===== src/bgc_consts.svh =====
`ifndef BGC_CONSTS_SVH
`define BGC_CONSTS_SVH
// register byte offsets
`define BGC_OFF_DEAD_TIME   12'h000
`define BGC_OFF_POLARITY    12'h004
`define BGC_OFF_HALL_CTRL   12'h008
`define BGC_OFF_SOFT_HALL   12'h00c
`define BGC_OFF_FILT_MODE   12'h010
`define BGC_OFF_FILT_COUNT  12'h014
`define BGC_OFF_STATUS      12'h018
`define BGC_OFF_TIMER_CMP   12'h01c
// dead time register fields
`define BGC_DT_COUNT_LSB    0
`define BGC_DT_ON_BIT       5
`define BGC_DT_DIV_LSB      6
// hall control fields
`define BGC_HC_DEC_ON_BIT   0
`define BGC_HC_SRC_BIT      3
`define BGC_HC_DLY_BIT      5
`define BGC_HC_TSEL_LSB     6
// filter mode fields
`define BGC_FM_RATE_LSB     0
`define BGC_FM_ON_BIT       4
// reset values
`define BGC_RST_DEAD_TIME   8'h00
`define BGC_RST_POLARITY    8'h00
`define BGC_RST_HALL_CTRL   8'h10
`define BGC_RST_TIMER_CMP   16'h0000
`endif


===== src/bgc_pkg.sv =====
package bgc_pkg;
  typedef enum logic [2:0] {
    BGC_AX_IDLE = 3'b001,
    BGC_AX_WRSP = 3'b010,
    BGC_AX_RRSP = 3'b100
  } bgc_ax_t;
  typedef enum logic [1:0] {
    BGC_TM_FIRST10 = 2'b00,
    BGC_TM_SIXTEEN = 2'b01,
    BGC_TM_SECOND10 = 2'b10,
    BGC_TM_UNUSED  = 2'b11
  } bgc_tsel_t;
endpackage


===== src/bgc_dead_time.sv =====
`timescale 1ns/100ps
`default_nettype none
module bgc_dead_time
(
  input  wire logic       clk,
  input  wire logic       rst_n,
  input  wire logic       tick,
  input  wire logic       enable,
  input  wire logic [4:0] count,
  input  wire logic       phase_in,
  output logic            phase_out
);
  typedef struct packed {
    logic [5:0] cnt;
    logic       busy;
    logic       out;
  } bgc_dt_state_t;
  bgc_dt_state_t s_q;
  bgc_dt_state_t s_d;

  // rising edge waits count+1 ticks, falling passes at once
  always_comb
  begin
    s_d = s_q;
    if (!phase_in)
    begin
      s_d.out  = 1'b0;
      s_d.busy = 1'b0;
      s_d.cnt  = 6'h00;
    end
    else if (!enable)
    begin
      s_d.out  = 1'b1;
      s_d.busy = 1'b0;
    end
    else if (!s_q.out && !s_q.busy)
    begin
      s_d.busy = 1'b1;
      s_d.cnt  = 6'h00;
    end
    else if (s_q.busy && tick)
    begin
      if (s_q.cnt == {1'b0, count})
      begin
        s_d.out  = 1'b1;
        s_d.busy = 1'b0;
      end
      else
      begin
        s_d.cnt = s_q.cnt + 6'h01;
      end
    end
  end

  // state register
  always_ff @(posedge clk or negedge rst_n)
  begin
    if (!rst_n)
      s_q <= '0;
    else
      s_q <= s_d;
  end

  assign phase_out = s_q.out;
endmodule
`default_nettype wire


===== src/bgc_top.sv =====
// The implementer's own choices: the address map and the AXI4-Lite register port.
`timescale 1ns/100ps
`default_nettype none
`include "bgc_consts.svh"
module bgc_top
(
  input  wire logic        MCLK,
  input  wire logic        NRST,
  input  wire logic [11:0] AWADDR,
  input  wire logic        AWVALID,
  output logic             AWREADY,
  input  wire logic [31:0] WDATA,
  input  wire logic [3:0]  WSTRB,
  input  wire logic        WVALID,
  output logic             WREADY,
  output logic [1:0]       BRESP,
  output logic             BVALID,
  input  wire logic        BREADY,
  input  wire logic [11:0] ARADDR,
  input  wire logic        ARVALID,
  output logic             ARREADY,
  output logic [31:0]      RDATA,
  output logic [1:0]       RRESP,
  output logic             RVALID,
  input  wire logic        RREADY,
  input  wire logic [5:0]  PHASE_PRE,
  input  wire logic [2:0]  HALL_SENSOR_INPUTS,
  output logic [5:0]       GATE_OUT,
  output logic [5:0]       GATE_OE,
  output logic [2:0]       HALL_FILTERED,
  output logic [2:0]       HALL_DELAY_BUFFER_ONE,
  output logic [2:0]       HALL_DELAY_BUFFER_TWO,
  output logic             HALL_DECODER_ON,
  output logic             TIMER_DEDICATED,
  output logic [1:0]       TIMER_SEL,
  output logic             TIMER_RUN_BIT
);
  typedef struct packed {
    bgc_pkg::bgc_ax_t ax;
    logic             aw_got;
    logic             w_got;
    logic [11:0]      awaddr;
    logic [31:0]      wdata;
    logic [3:0]       wstrb;
    logic [31:0]      rdata;
    logic [1:0]       resp;
    logic [7:0]       dead_time_setup;
    logic [7:0]       gate_polarity_control;
    logic [7:0]       hall_ctrl;
    logic [2:0]       soft_hall;
    logic [4:0]       hall_filter_mode_reg;
    logic [4:0]       hall_filter_match_count;
    logic [15:0]      timer_compare_a;
    logic             gates_live;
    logic [2:0]       div_cnt;
    logic [15:0]      rate_cnt;
    logic [2:0]       sync2;
    logic [2:0]       sync3;
    logic [2:0]       hall_stable;
    logic [2:0][4:0]  match_cnt;
    logic [2:0]       filtered;
    logic [2:0]       buf_one;
    logic [2:0]       buf_two;
    logic [15:0]      tmr;
    logic             tmr_run;
  } bgc_state_t;

  bgc_state_t s_q;
  bgc_state_t s_d;
  logic       rst_m_q;
  logic       rst_s_q;
  logic [2:0] sync1_q;
  logic       dt_tick;
  logic [5:0] dt_out;
  logic [5:0] stag;
  logic [2:0] hall_sel;
  logic [2:0] hall_src;
  logic       wr_go;

  // byte-lane merge for an 8-bit register
  function automatic logic [7:0] bgc_merge8(input logic [7:0] old, input logic [31:0] d,
                                            input logic [3:0] be);
    bgc_merge8 = be[0] ? d[7:0] : old;
  endfunction

  // reset release through two flip-flops
  always_ff @(posedge MCLK or negedge NRST)
  begin
    if (!NRST)
    begin
      rst_m_q <= 1'b0;
      rst_s_q <= 1'b0;
    end
    else
    begin
      rst_m_q <= 1'b1;
      rst_s_q <= rst_m_q;
    end
  end

  // first sync stage for hall pins, read only by stage two
  always_ff @(posedge MCLK or negedge rst_s_q)
  begin
    if (!rst_s_q)
      sync1_q <= 3'h0;
    else
      sync1_q <= HALL_SENSOR_INPUTS;
  end

  // dead-time clock divider tick
  always_comb
  begin
    case (s_q.dead_time_setup[`BGC_DT_DIV_LSB +: 2])
      2'b00:   dt_tick = 1'b1;
      2'b01:   dt_tick = s_q.div_cnt[0] == 1'b1;
      2'b10:   dt_tick = s_q.div_cnt[1:0] == 2'b11;
      default: dt_tick = s_q.div_cnt == 3'h7;
    endcase
  end

  // six independent dead-time inserters
  genvar gi;
  generate
    for (gi = 0; gi < 6; gi++)
    begin : g_dt
      bgc_dead_time u_dt
      (
        .clk       (MCLK),
        .rst_n     (rst_s_q),
        .tick      (dt_tick),
        .enable    (s_q.dead_time_setup[`BGC_DT_ON_BIT]),
        .count     (s_q.dead_time_setup[`BGC_DT_COUNT_LSB +: 5]),
        .phase_in  (PHASE_PRE[gi]),
        .phase_out (dt_out[gi])
      );
    end
  endgenerate

  // staggered blocker per pair, then polarity, then pins
  always_comb
  begin
    for (int p = 0; p < 3; p++)
    begin
      stag[2*p]   = dt_out[2*p] & ~dt_out[2*p+1];
      stag[2*p+1] = dt_out[2*p+1] & ~dt_out[2*p];
    end
  end
  assign GATE_OUT = stag ^ s_q.gate_polarity_control[5:0];
  assign GATE_OE  = {6{s_q.gates_live}};

  // hall source select
  assign hall_sel = s_q.hall_stable;
  assign hall_src = s_q.hall_ctrl[`BGC_HC_SRC_BIT] ? hall_sel : s_q.soft_hall;

  assign wr_go = s_q.ax == bgc_pkg::BGC_AX_IDLE && s_q.aw_got && s_q.w_got;

  // next state of everything
  always_comb
  begin
    s_d = s_q;
    // axi write capture
    if (AWVALID && AWREADY)
    begin
      s_d.aw_got = 1'b1;
      s_d.awaddr = AWADDR;
    end
    if (WVALID && WREADY)
    begin
      s_d.w_got = 1'b1;
      s_d.wdata = WDATA;
      s_d.wstrb = WSTRB;
    end
    case (s_q.ax)
      bgc_pkg::BGC_AX_IDLE:
      begin
        if (wr_go)
        begin
          s_d.aw_got = 1'b0;
          s_d.w_got  = 1'b0;
          s_d.ax     = bgc_pkg::BGC_AX_WRSP;
          s_d.resp   = 2'b00;
          case (s_q.awaddr)
            `BGC_OFF_DEAD_TIME:
              s_d.dead_time_setup = bgc_merge8(s_q.dead_time_setup, s_q.wdata, s_q.wstrb);
            `BGC_OFF_POLARITY:
            begin
              s_d.gate_polarity_control = bgc_merge8(s_q.gate_polarity_control, s_q.wdata,
                                                     s_q.wstrb) & 8'h3f;
              if (s_q.wstrb[0])
                s_d.gates_live = 1'b1;  // pins leave high impedance once set up
            end
            `BGC_OFF_HALL_CTRL:
              s_d.hall_ctrl = bgc_merge8(s_q.hall_ctrl, s_q.wdata, s_q.wstrb);
            `BGC_OFF_SOFT_HALL:
              if (s_q.wstrb[0])
                s_d.soft_hall = s_q.wdata[2:0];
            `BGC_OFF_FILT_MODE:
              if (s_q.wstrb[0])
                s_d.hall_filter_mode_reg = s_q.wdata[4:0];
            `BGC_OFF_FILT_COUNT:
              if (s_q.wstrb[0])
                s_d.hall_filter_match_count = s_q.wdata[4:0];
            `BGC_OFF_TIMER_CMP:
            begin
              if (s_q.wstrb[0])
                s_d.timer_compare_a[7:0] = s_q.wdata[7:0];
              if (s_q.wstrb[1])
                s_d.timer_compare_a[15:8] = s_q.wdata[15:8];
            end
            `BGC_OFF_STATUS:
              s_d.resp = 2'b10;
            default:
              s_d.resp = 2'b10;
          endcase
        end
        else if (ARVALID)
        begin
          s_d.ax    = bgc_pkg::BGC_AX_RRSP;
          s_d.resp  = 2'b00;
          s_d.rdata = 32'h0000_0000;
          case (ARADDR)
            `BGC_OFF_DEAD_TIME:  s_d.rdata[7:0] = s_q.dead_time_setup;
            `BGC_OFF_POLARITY:   s_d.rdata[7:0] = s_q.gate_polarity_control;
            `BGC_OFF_HALL_CTRL:  s_d.rdata[7:0] = s_q.hall_ctrl;
            `BGC_OFF_SOFT_HALL:  s_d.rdata[2:0] = s_q.soft_hall;
            `BGC_OFF_FILT_MODE:  s_d.rdata[4:0] = s_q.hall_filter_mode_reg;
            `BGC_OFF_FILT_COUNT: s_d.rdata[4:0] = s_q.hall_filter_match_count;
            `BGC_OFF_STATUS:     s_d.rdata[11:0] = {s_q.buf_two, s_q.buf_one, stag[5:4],
                                                    stag[3], s_q.filtered};
            `BGC_OFF_TIMER_CMP:  s_d.rdata[15:0] = s_q.timer_compare_a;
            default:             s_d.resp = 2'b10;
          endcase
        end
      end
      bgc_pkg::BGC_AX_WRSP:
        if (BREADY)
          s_d.ax = bgc_pkg::BGC_AX_IDLE;
      bgc_pkg::BGC_AX_RRSP:
        if (RREADY)
          s_d.ax = bgc_pkg::BGC_AX_IDLE;
      default:
        s_d.ax = bgc_pkg::BGC_AX_IDLE;
    endcase

    // dead-time divider
    s_d.div_cnt = s_q.div_cnt + 3'h1;

    // hall pin sync, change counts when stages two and three agree
    s_d.sync2 = sync1_q;
    s_d.sync3 = s_q.sync2;
    for (int k = 0; k < 3; k++)
      if (s_q.sync2[k] == s_q.sync3[k])
        s_d.hall_stable[k] = s_q.sync3[k];

    // noise filter sampled at the selected rate
    if (s_q.hall_filter_mode_reg[`BGC_FM_ON_BIT])
    begin
      if (s_q.rate_cnt >= (16'h0001 << s_q.hall_filter_mode_reg[3:0]) - 16'h0001)
      begin
        s_d.rate_cnt = 16'h0000;
        for (int k = 0; k < 3; k++)
        begin
          if (hall_src[k] == s_q.filtered[k])
            s_d.match_cnt[k] = 5'h00;
          else if (s_q.match_cnt[k] + 5'h01 >= s_q.hall_filter_match_count)
          begin
            s_d.filtered[k]  = hall_src[k];
            s_d.match_cnt[k] = 5'h00;
          end
          else
            s_d.match_cnt[k] = s_q.match_cnt[k] + 5'h01;
        end
      end
      else
        s_d.rate_cnt = s_q.rate_cnt + 16'h0001;
    end
    else
    begin
      s_d.filtered = hall_src;  // filter bypassed when off
      s_d.rate_cnt = 16'h0000;
      for (int k = 0; k < 3; k++)
        s_d.match_cnt[k] = 5'h00;
    end

    // hall delay: buffer one follows filtered each cycle, timer started on a filtered change, buffer two loads on match
    if (!s_q.hall_ctrl[`BGC_HC_DLY_BIT])
    begin
      s_d.buf_one = 3'h0;
      s_d.buf_two = 3'h0;
      s_d.tmr_run = 1'b0;
      s_d.tmr     = 16'h0000;
    end
    else
    begin
      s_d.buf_one = s_q.filtered;
      if (s_q.filtered != s_q.buf_one)
      begin
        s_d.tmr_run = 1'b1;
        s_d.tmr     = 16'h0000;
      end
      else if (s_q.tmr_run)
      begin
        if (s_q.tmr >= s_q.timer_compare_a)
        begin
          s_d.buf_two = s_q.buf_one;
          s_d.tmr_run = 1'b0;
        end
        else
          s_d.tmr = s_q.tmr + 16'h0001;
      end
    end
  end

  // single state register
  always_ff @(posedge MCLK or negedge rst_s_q)
  begin
    if (!rst_s_q)
    begin
      s_q                       <= '0;
      s_q.ax                    <= bgc_pkg::BGC_AX_IDLE;
      s_q.dead_time_setup       <= `BGC_RST_DEAD_TIME;
      s_q.gate_polarity_control <= `BGC_RST_POLARITY;
      s_q.hall_ctrl             <= `BGC_RST_HALL_CTRL;
      s_q.timer_compare_a       <= `BGC_RST_TIMER_CMP;
    end
    else
      s_q <= s_d;
  end

  // bus handshakes and outputs
  assign AWREADY = s_q.ax == bgc_pkg::BGC_AX_IDLE && !s_q.aw_got;
  assign WREADY  = s_q.ax == bgc_pkg::BGC_AX_IDLE && !s_q.w_got;
  assign ARREADY = s_q.ax == bgc_pkg::BGC_AX_IDLE && !wr_go;
  assign BVALID  = s_q.ax == bgc_pkg::BGC_AX_WRSP;
  assign RVALID  = s_q.ax == bgc_pkg::BGC_AX_RRSP;
  assign BRESP   = s_q.resp;
  assign RRESP   = s_q.resp;
  assign RDATA   = s_q.rdata;
  assign HALL_FILTERED         = s_q.hall_ctrl[`BGC_HC_DLY_BIT] ? s_q.buf_two : s_q.filtered;
  assign HALL_DELAY_BUFFER_ONE = s_q.buf_one;
  assign HALL_DELAY_BUFFER_TWO = s_q.buf_two;
  assign HALL_DECODER_ON       = s_q.hall_ctrl[`BGC_HC_DEC_ON_BIT];
  assign TIMER_DEDICATED       = s_q.hall_ctrl[`BGC_HC_DLY_BIT];
  assign TIMER_SEL             = s_q.hall_ctrl[`BGC_HC_TSEL_LSB +: 2];
  assign TIMER_RUN_BIT         = s_q.tmr_run;
endmodule
`default_nettype wire


===== config.mk =====
export PLATFORM = sky130hd
export DESIGN_NAME = bgc_top
export DESIGN_NICKNAME = d
export VERILOG_FILES = /design/src/bgc_pkg.sv /design/src/bgc_dead_time.sv /design/src/bgc_top.sv
export VERILOG_INCLUDE_DIRS = /design/src
export SDC_FILE = /design/constraint.sdc
export NUM_CORES = 1
export LEC_CHECK = 0
export ABC_CLOCK_PERIOD_IN_PS = 10050
export BUFFER_PORTS_ARGS = -buffer_cell sky130_fd_sc_hd__buf_2
export CAP_MARGIN = 20
export CORE_MARGIN = 1
export CORE_UTILIZATION = 55
export CTS_BUF_LIST = sky130_fd_sc_hd__clkbuf_8
export CTS_CLUSTER_SIZE = 40
export DETAILED_ROUTE_END_ITERATION = 16
export GPL_TIMING_DRIVEN = 0
export PLACE_DENSITY = 0.73
export SLEW_MARGIN = 20
export SYNTH_ARGS = -nofsm -noshare
export SYNTH_HDL_FRONTEND = slang
export SYNTH_SLANG_ARGS = --single-unit

===== constraint.sdc =====
create_clock -name MCLK -period 10.05 [get_ports MCLK]
set_input_delay 1.5075 -clock MCLK [delete_from_list [all_inputs] [get_ports MCLK]]
set_output_delay 1.5075 -clock MCLK [all_outputs]
set_load 0.02 [all_outputs]

# Word-level counts from Yosys, hierarchy flattened
# Index checks and enable logic that the tools add are counted.
# word_totals
regBits,227
latchBits,0
ram_bits,0
rom_bits,0
in_bits,76
output_inout_bits,67
wordCells,350
n_memories,0
# op_classes
addsub,13
mul,0
n_div,0
n_lt_le_gt_ge,5
eq_ne,96
shift,1
mux,92
bitwise_logic,14
n_reduce_logical,74
# ops
operator,count
8-bit two-way mux,12
"12-bit by 5-bit equality test with 1-bit output, second input constant",7
6-bit two-way mux,12
"3-bit by 2-bit inequality test with 1-bit output, second input constant",19
3-bit AND reduction,18
"12-bit by 4-bit equality test with 1-bit output, second input constant",4
16-bit two-way mux,3
"4-bit by 2-bit inequality test with 1-bit output, second input constant",12
7-bit two-way mux,6
"6-bit by 1-bit adder with 6-bit output, second input constant",6
6-bit by 5-bit equality test with 1-bit output,6
18-bit two-way mux,2
2-bit two-way mux,18
"16-bit by 1-bit adder with 16-bit output, second input constant",2
16-bit greater-or-equal comparator,2
4-bit AND reduction,8
5-bit two-way mux,6
"2-bit by 1-bit inequality test with 1-bit output, second input constant",13
"12-bit by 3-bit equality test with 1-bit output, second input constant",2
12-bit zero test,2
3-bit two-way mux,8
"3-bit inequality test, second input constant",8
3-bit case mux with 8 select lines,1
23-bit two-way mux,1
33 further kinds,117

# Longest topological paths before layout
# Gate-level depths: netlist of run 1.
# logic_depth
word_depth,7
mapped_depth,17
mapped_depth_nobuf,14

# By module
# A second synthesis of run 1 with hierarchy kept.
# unflattened
hier_cells,1314
hier_area_um2,13251.5
# modules_own_cells
module,instances,cells_per_inst,area_each_um2,seq_area_each_um2
bgc_top,1,924,9655.5,4456.8
bgc_dead_time,6,65,599.3,200.2

# Worst setup path before layout of run 1
# Ideal clock, no wire load.
# synth_timing
kind,flip-flop to flip-flop
startpoint,register s_q[91] (netlist bit)
endpoint,register s_q[55] (netlist bit)
setup_time_ns,0.132
arrival_ns,3.208
t_required_ns,9.918
slack_ns,6.711
stages_incl_launch_ff,16
n_path_buf,4
period_less_slack_ns,3.339
path_cell_list,dfrtp_1 clkbuf_1 or2_2 nand2b_1 ha_1 clkbuf_1 nor2_1 a31oi_1 o22a_1 ha_1 nand4_1 a311oi_1 o31a_1 clkbuf_1 buf_1 nor2_1
# synth_rtl
item,line,text
from (decl),bgc_top.sv:68,bgc_state_t s_q;

==> reports/results.tsv, run 1 <==
stage	metric	value	unit
critical_path	worst-setup-path-type	reg -> reg	
power_and_ir_drop	powerDensity	157	nW/um2
clock_network	cts_sinks	226	
route	first_iter_violations	512	
die	die_y	152	um
sta	worstMarginPinSlew	834	ps
power_and_ir_drop	power_switching	622	uW
layout	final_core_util	64.6	%
run_status	status	complete, but fails checks	
die	die_x	152	um
die	start_util	56.3	%
layout	stdcell_area	14200	um2
layout	fillers	1760	
sta	rsz0062_at_grt	false	
synthesis	synthFlopType	dfrtp_1	
route	firstDrtPassIters	11	
synthesis	ys_ff_latch	226	
layout	fin_nets	1510	
synthesis	yosys.area.top_type	dfrtp_1	
placement	gp_routability_congestion	0.837	
sta	setup_tns	0	ps
critical_path	crit_fanout	10	
route	totalWireLength	28.7	mm
clock_network	insertion_delay	540	ps
power_and_ir_drop	p_int	1.60	mW
power_and_ir_drop	netSwitchingFraction	28.0	%
critical_path	end_kind	register	
route	viasPerCell	5.61	
placement	numPortBuffers	103	
power_and_ir_drop	combPwrFrac	14.5	%
die	rows	54	
die	ios	143	
route	antenna_left	0	
layout	final_common_cell	dfrtp_1	
clock_network	post_cts_resized	0	
clock_network	cts-root-buf	clkbuf_8	
grt	grt_pass1_wl	47.0	mm
critical_path	worstRegToRegCells	15	
sta	finalClockSkew	23.0	ps
die	core_area	22000	um2
synthesis	synth_top_area_share	45.3	%
sta	fin_crit_sh	42.2	%
synthesis	synth.distinct_cells	66	
synthesis	synth_edf_count	0	
clock_network	postCtsSetupRepairBufs	0	
route	drc	14	
route	via_count	9435	
clock_network	htreeDepth	2	
placement	dpl.hpwl	20.9	mm
grt	grt_pass1_vias	9336	
power_and_ir_drop	pwr-share-seq	48.3	%
critical_path	cp_data_required_time	10450	ps
sta	report.final.slew_viol_count	0	
critical_path	r2r_end	s_q[61]$_DFF_PN0_	
die	dieArea	23100	um2
sta	hold_viol_final	0	
synthesis	syn_area_per_cell	10.3	um2
grt	overflow	0	
grt	grtUsageTotal	25.4	%
critical_path	startpoint_type	register	
layout	layout-area-overhead-vs-synth	14.7	%
layout	final_cell_mix	dfrtp_1 (223), buf_2 (103), nand2_1 (100), nor2_1 (92)	
route	post_drt_wl_per_cell	17.0	um
power_and_ir_drop	pwr-share-clk	37.2	%
clock_network	cts_tree	built	
synthesis	synth_area	12400	um2
power_and_ir_drop	vdd_ir_drop_max	0.000108	V
grt	antenna_found_initial	2	
critical_path	cp.arrival	4640	ps
sta	finalSetupViolCount	0	
grt	grt_max_degree	58	
run_status	violations	DRC	
clock_network	cts_buffers	40	
clock_network	clock_path_buffers	3	
critical_path	rrSetupSlack	5810	ps
min_path	holdCritPathClass	reg -> async	
sta	relSlewSlack	43.6	%
sta	timing.fmax	236	MHz
clock_network	cts_hold_buf	0	
synthesis	async_flop_share	100	%
sta	min_period	4240	ps
synthesis	ys_warn_count	0	
placement	place_area	13400	um2
synthesis	syn_inst	1206	
clock_network	clk_pin_slew	60	ps
flow_run	drv_cap	0	
layout	drive_gt1_share	21.8	%
power_and_ir_drop	p_leak	6.78	nW
synthesis	yosysSeqAreaShare	45.7	%
synthesis	synthTopCellsByArea	dfrtp_1 (45%), mux2_2 (6.7%), ha_1 (6.2%)	
critical_path	rr_startpoint	s_q[91]$_DFFE_PN0P_	
[kinds of logic after synthesis]
kind of cell / count (synthesis) / share of synthesized area, %
muxes: 102 / 9.81
AOI/OAI and AO/OA: 200 / 10.2
adders and majority gates: 64 / 6.41
DFF: 226 / 45.7
other: 2 / 0.0607
xor gates and xnor gates: 90 / 6.37
buffers and inverters: 142 / 5.89
and+or+nand+nor: 380 / 15.5
[power groups by stage]
stage	Clock, mW	Sequential (mW)	Combinational [mW]
floorplan	0	1.07	0.231
global placement	0	1.10	0.295
detailed placement	0	1.09	0.324
CTS	0.848	1.07	0.325
global route	0.886	1.09	0.355
finish	0.827	1.07	0.323
[flip-flops by register name (all words and copies together) (netlist names)]
signal,flops
GATE_OE,1
HALL_DECODER_ON,1
g_dt.u_dt.phase_out,6
BRESP,1
g_dt.u_dt.s_q,42
RDATA,16
TIMER_SEL,2
sync1_q,3
TIMER_RUN_BIT,1
rst_m_q,1
rst_s_q,1
TIMER_DEDICATED,1
HALL_DELAY_BUFFER_ONE,3
s_q,138
s_d,3
hall_sel,3
HALL_DELAY_BUFFER_TWO,3
[area by class of cell]
type / instances / area (um2) / area share, %
Inverter: 54 / 203 / 1.43
Multi-Input combinational cell: 856 / 6050 / 42.6
Timing Repair Buffer: 107 / 618 / 4.35
Clock inverter: 21 / 105 / 0.740
Antenna cell: 2 / 5.00 / 0.0353
Buffer: 88 / 526 / 3.70
Sequential cell: 226 / 5660 / 39.9
Clock buffer: 49 / 674 / 4.75
Tap cell: 280 / 350 / 2.47
[worst max-delay path by stage]
stage | from | endpoint | slack [ps]
detailed placement | s_q[91]$_DFFE_PN0P_ | s_q[56]$_DFF_PN0_ | 5860
CTS | s_q[91]$_DFFE_PN0P_ | s_q[56]$_DFF_PN0_ | 5830
global placement | rst_s_q$_DFF_PN0_ | s_q[15]$_DFFE_PN0P_ | 660
finish | s_q[91]$_DFFE_PN0P_ | s_q[61]$_DFF_PN0_ | 5810
global route | s_q[91]$_DFFE_PN0P_ | s_q[62]$_DFF_PN0_ | 5480
floorplan | rst_s_q$_DFF_PN0_ | BRESP[1]$_DFFE_PN0P_ | 3290
[cells in the mapped netlist (3+ instances only)]
cell type	number
a31oi_1	15
mux2i_1	20
nand3b_1	7
nor4_1	5
nand2_1	100
dfrtp_1	224
mux2_2	74
nand3_1	51
nor3_1	9
a21o_1	7
nor2b_1	11
o31a_1	5
buf_4	50
o2bb2ai_1	4
a21oi_1	43
o211ai_1	4
o31ai_1	10
ha_1	61
xnor2_1	42
inv_1	54
maj3_1	3
o41ai_1	3
nand2b_1	26
and3_1	16
nand4_1	27
or4_1	5
and4_1	3
nor2_1	92
buf_1	5
a211oi_1	4
a2111oi_0	4
o21a_1	6
o211a_1	3
xor2_1	48
clkbuf_1	32
o21ai_0	69
a22oi_1	8
mux4_2	8
a21boi_0	3
or3_1	7
nand4b_1	4
[routing by layer]
metal	vias up	global-route usage [%]	routed length [um]
met2	235	42.7	14000
met1	4598	32.9	12500
met3	63	3.82	1290
li1	4539	-	-
met4	0	10.5	885
met5	-	0	0
[stage by stage]
step,power (mW),hold WS [ps],instances,worst slack [ps]
floorplan,1.30,331,1224,3290
global placement,1.40,332,1607,661
detailed placement,1.41,261,1611,5860
CTS,2.25,250,1681,5830
global route,2.33,273,1683,5480
finish,2.22,231,1683,5810
[worst max-delay path: stages, from the launching register on]
cell	delay (ps)
dfrtp_1	350
clkbuf_1	210
or2_2	380
nand2b_1	190
ha_1	240
clkbuf_1	220
nor2_1	220
a31oi_1	120
o22a_1	220
ha_1	300
nand4_1	130
a311oi_1	300
o31a_1	240
clkbuf_1	500
buf_1	390
nor2_1	100
(Power assumes the default switching activity.)
==> run 2, diff against run 1 <==
ABC_CLOCK_PERIOD_IN_PS = 4200   (was 10050)
clock period = 4.2 ns   (was 10.05 ns; I/O delays follow)
==> reports/results.tsv, run 2 (synthesized netlist as in run 1, its figures left out) <==
stage	metric	value	unit
sta	report.final.slew_viol_count	0	
layout	final_cell_mix	dfrtp_1 (223), buf_2 (104), nand2_1 (100), nor2_1 (92), mux2_2 (74)	
clock_network	cts_buffers	41	
power_and_ir_drop	p_leak	6.78	nW
die	rows	54	
layout	regArea	5660	um2
critical_path	startpoint_type	register	
layout	largest_register	s_q	
placement	numPortBuffers	103	
critical_path	max_stage_delay	380	ps
sta	hold_viol_final	0	
sta	worstMarginPinSlew	935	ps
die	die_x	152	um
route	antenna_left	0	
placement	gp_routability_congestion	0.868	
layout	largest_reg_flops	138	
clock_network	cts_sinks	226	
route	viasPerCell	5.63	
clock_network	clock_path_buffers	3	
run_status	violations	DRC	
placement	place_area	13400	um2
sta	finalClockSkew	29.9	ps
critical_path	cp.arrival	4300	ps
critical_path	end_kind	register	
layout	drive_gt1_share	22.7	%
min_path	holdCritPathClass	in -> reg	
sta	setup_slack	313	ps
sta	timing.fmax	257	MHz
sta	relSlewSlack	36.8	%
critical_path	worst_path_max_delay_cell	or2_2	
critical_path	cp_data_required_time	4610	ps
grt	overflow	0	
power_and_ir_drop	powerDensity	379	nW/um2
power_and_ir_drop	vdd_ir_drop_max	0.000239	V
die	dieArea	23100	um2
route	totalWireLength	28.8	mm
grt	antenna_found_initial	3	
layout	fin_nets	1512	
die	ios	143	
clock_network	cts-root-buf	clkbuf_8	
placement	dp_slack	55.5	ps
critical_path	cp.buffers_inverters	4	
layout	multiInputGateArea	6050	um2
clock_network	cts_tree	built	
critical_path	worst-setup-path-type	reg -> reg	
sta	fin_crit_sh	92.6	%
layout	layout-area-overhead-vs-synth	15.1	%
route	via_count	9484	
layout	final_common_cell	dfrtp_1	
route	first_iter_violations	537	
route	firstDrtPassIters	10	
layout	stdcell_area	14200	um2
run_status	status	complete, but fails checks	
grt	grtUsageTotal	25.4	%
placement	dpl.hpwl	21.1	mm
die	die_y	152	um
clock_network	htreeDepth	2	
route	drc	13	
sta	finalSetupViolCount	0	
route	post_drt_wl_per_cell	17.1	um
critical_path	crit_fanout	10	
grt	grt_pass1_vias	9308	
critical_path	crit_chain	clkbuf_1, or2_2, nand2b_1, ha_1, clkbuf_1, nor2_1, a31oi_1, o22a_1, ha_1, nand4_1, a311oi_1, o31a_1, clkbuf_2, buf_2, nor2_1	
die	start_util	56.3	%
clock_network	insertion_delay	550	ps
die	core_area	22000	um2
layout	fillers	1765	
critical_path	path_delay_family	buffers and inverters	
clock_network	clk_pin_slew	60	ps
power_and_ir_drop	finalPower	5.40	mW
flow_run	drv_cap	0	
grt	grt_max_degree	57	
sta	rsz0062_at_grt	false	
sta	min_period	3890	ps
grt	grt_pass1_wl	47.1	mm
-- run 2: changes by cell type in the layout (fill, tap and decap cells not counted), moves of 3 or more --
| cell | before | now |
|---|---|---|
| inv_1 | 74 | 66 |
| clkbuf_8 | 49 | 54 |
| clkinv_2 | 0 | 4 |
| clkbuf_1 | 32 | 29 |
| clkbuf_2 | 0 | 3 |
-- run 2: through the flow --
| step | hold WS, ps | utilization (%) | cells | setup TNS (ps) |
|---|---|---|---|---|
| final | 213 | 64.9 | 1686 | 0 |
| after global routing | 182 | 64.9 | 1686 | 0 |
| after CTS | 185 | 64.8 | 1683 | 0 |
| after detailed placement | 340 | 61.0 | 1611 | 0 |
| after global placement | 335 | 60.6 | 1607 | -196250 |
| after floorplan | 331 | - | 1224 | 0 |
-- run 2: repair_timing --
item	4_1_cts	5_1_grt
hold endpoints to repair	2	0
endpoints found under the setup margin	0	22
buffers inserted	0	0
hold buffers	1	0
resized for setup	0	8
-- run 2: layout make-up --
type / count / share of cell area (%)
clock inverters: 17 / 0.510
flip-flops and latches: 226 / 39.8
inverters: 54 / 1.42
diodes: 3 / 0.0527
repair buffers: 108 / 4.36
clock buffers: 54 / 5.22
multi-input cells: 856 / 42.5
plain buffers: 88 / 3.72
well taps: 280 / 2.46
-- run 2: power breakdown --
part	switching [mW]	total, mW	internal [mW]
Combinational	0.415	0.764	0.349
Clock	0.914	2.06	1.14
Sequential	0.204	2.58	2.38
-- run 2: path summary, 6_finish.rpt --
check / from / endpoint / slack [ps] / cells after the start
setup / recovery: s_q[91]$_DFFE_PN0P_ / s_q[55]$_DFF_PN0_ / 310 / 15
hold / removal: HALL_SENSOR_INPUTS[2] / sync1_q[2]$_DFF_PN0_ / 210 / 1
setup reg to reg: s_q[91]$_DFFE_PN0P_ / s_q[55]$_DFF_PN0_ / 310 / 15
hold reg to reg: rst_s_q$_DFF_PN0_ / s_q[162]$_DFFE_PN0P_ / 340 / 0
max in group asynchronous: rst_s_q$_DFF_PN0_ / s_q[15]$_DFFE_PN0P_ / 2940 / 2
min in group asynchronous: rst_s_q$_DFF_PN0_ / s_q[162]$_DFFE_PN0P_ / 340 / 0
-- run 2: per-layer routing --
metal / GRT usage, % / routed length (um)
met1: 33.0 / 12700
met2: 42.7 / 14200
met3: 3.57 / 977
met4: 11.3 / 951
met5: 0 / 0
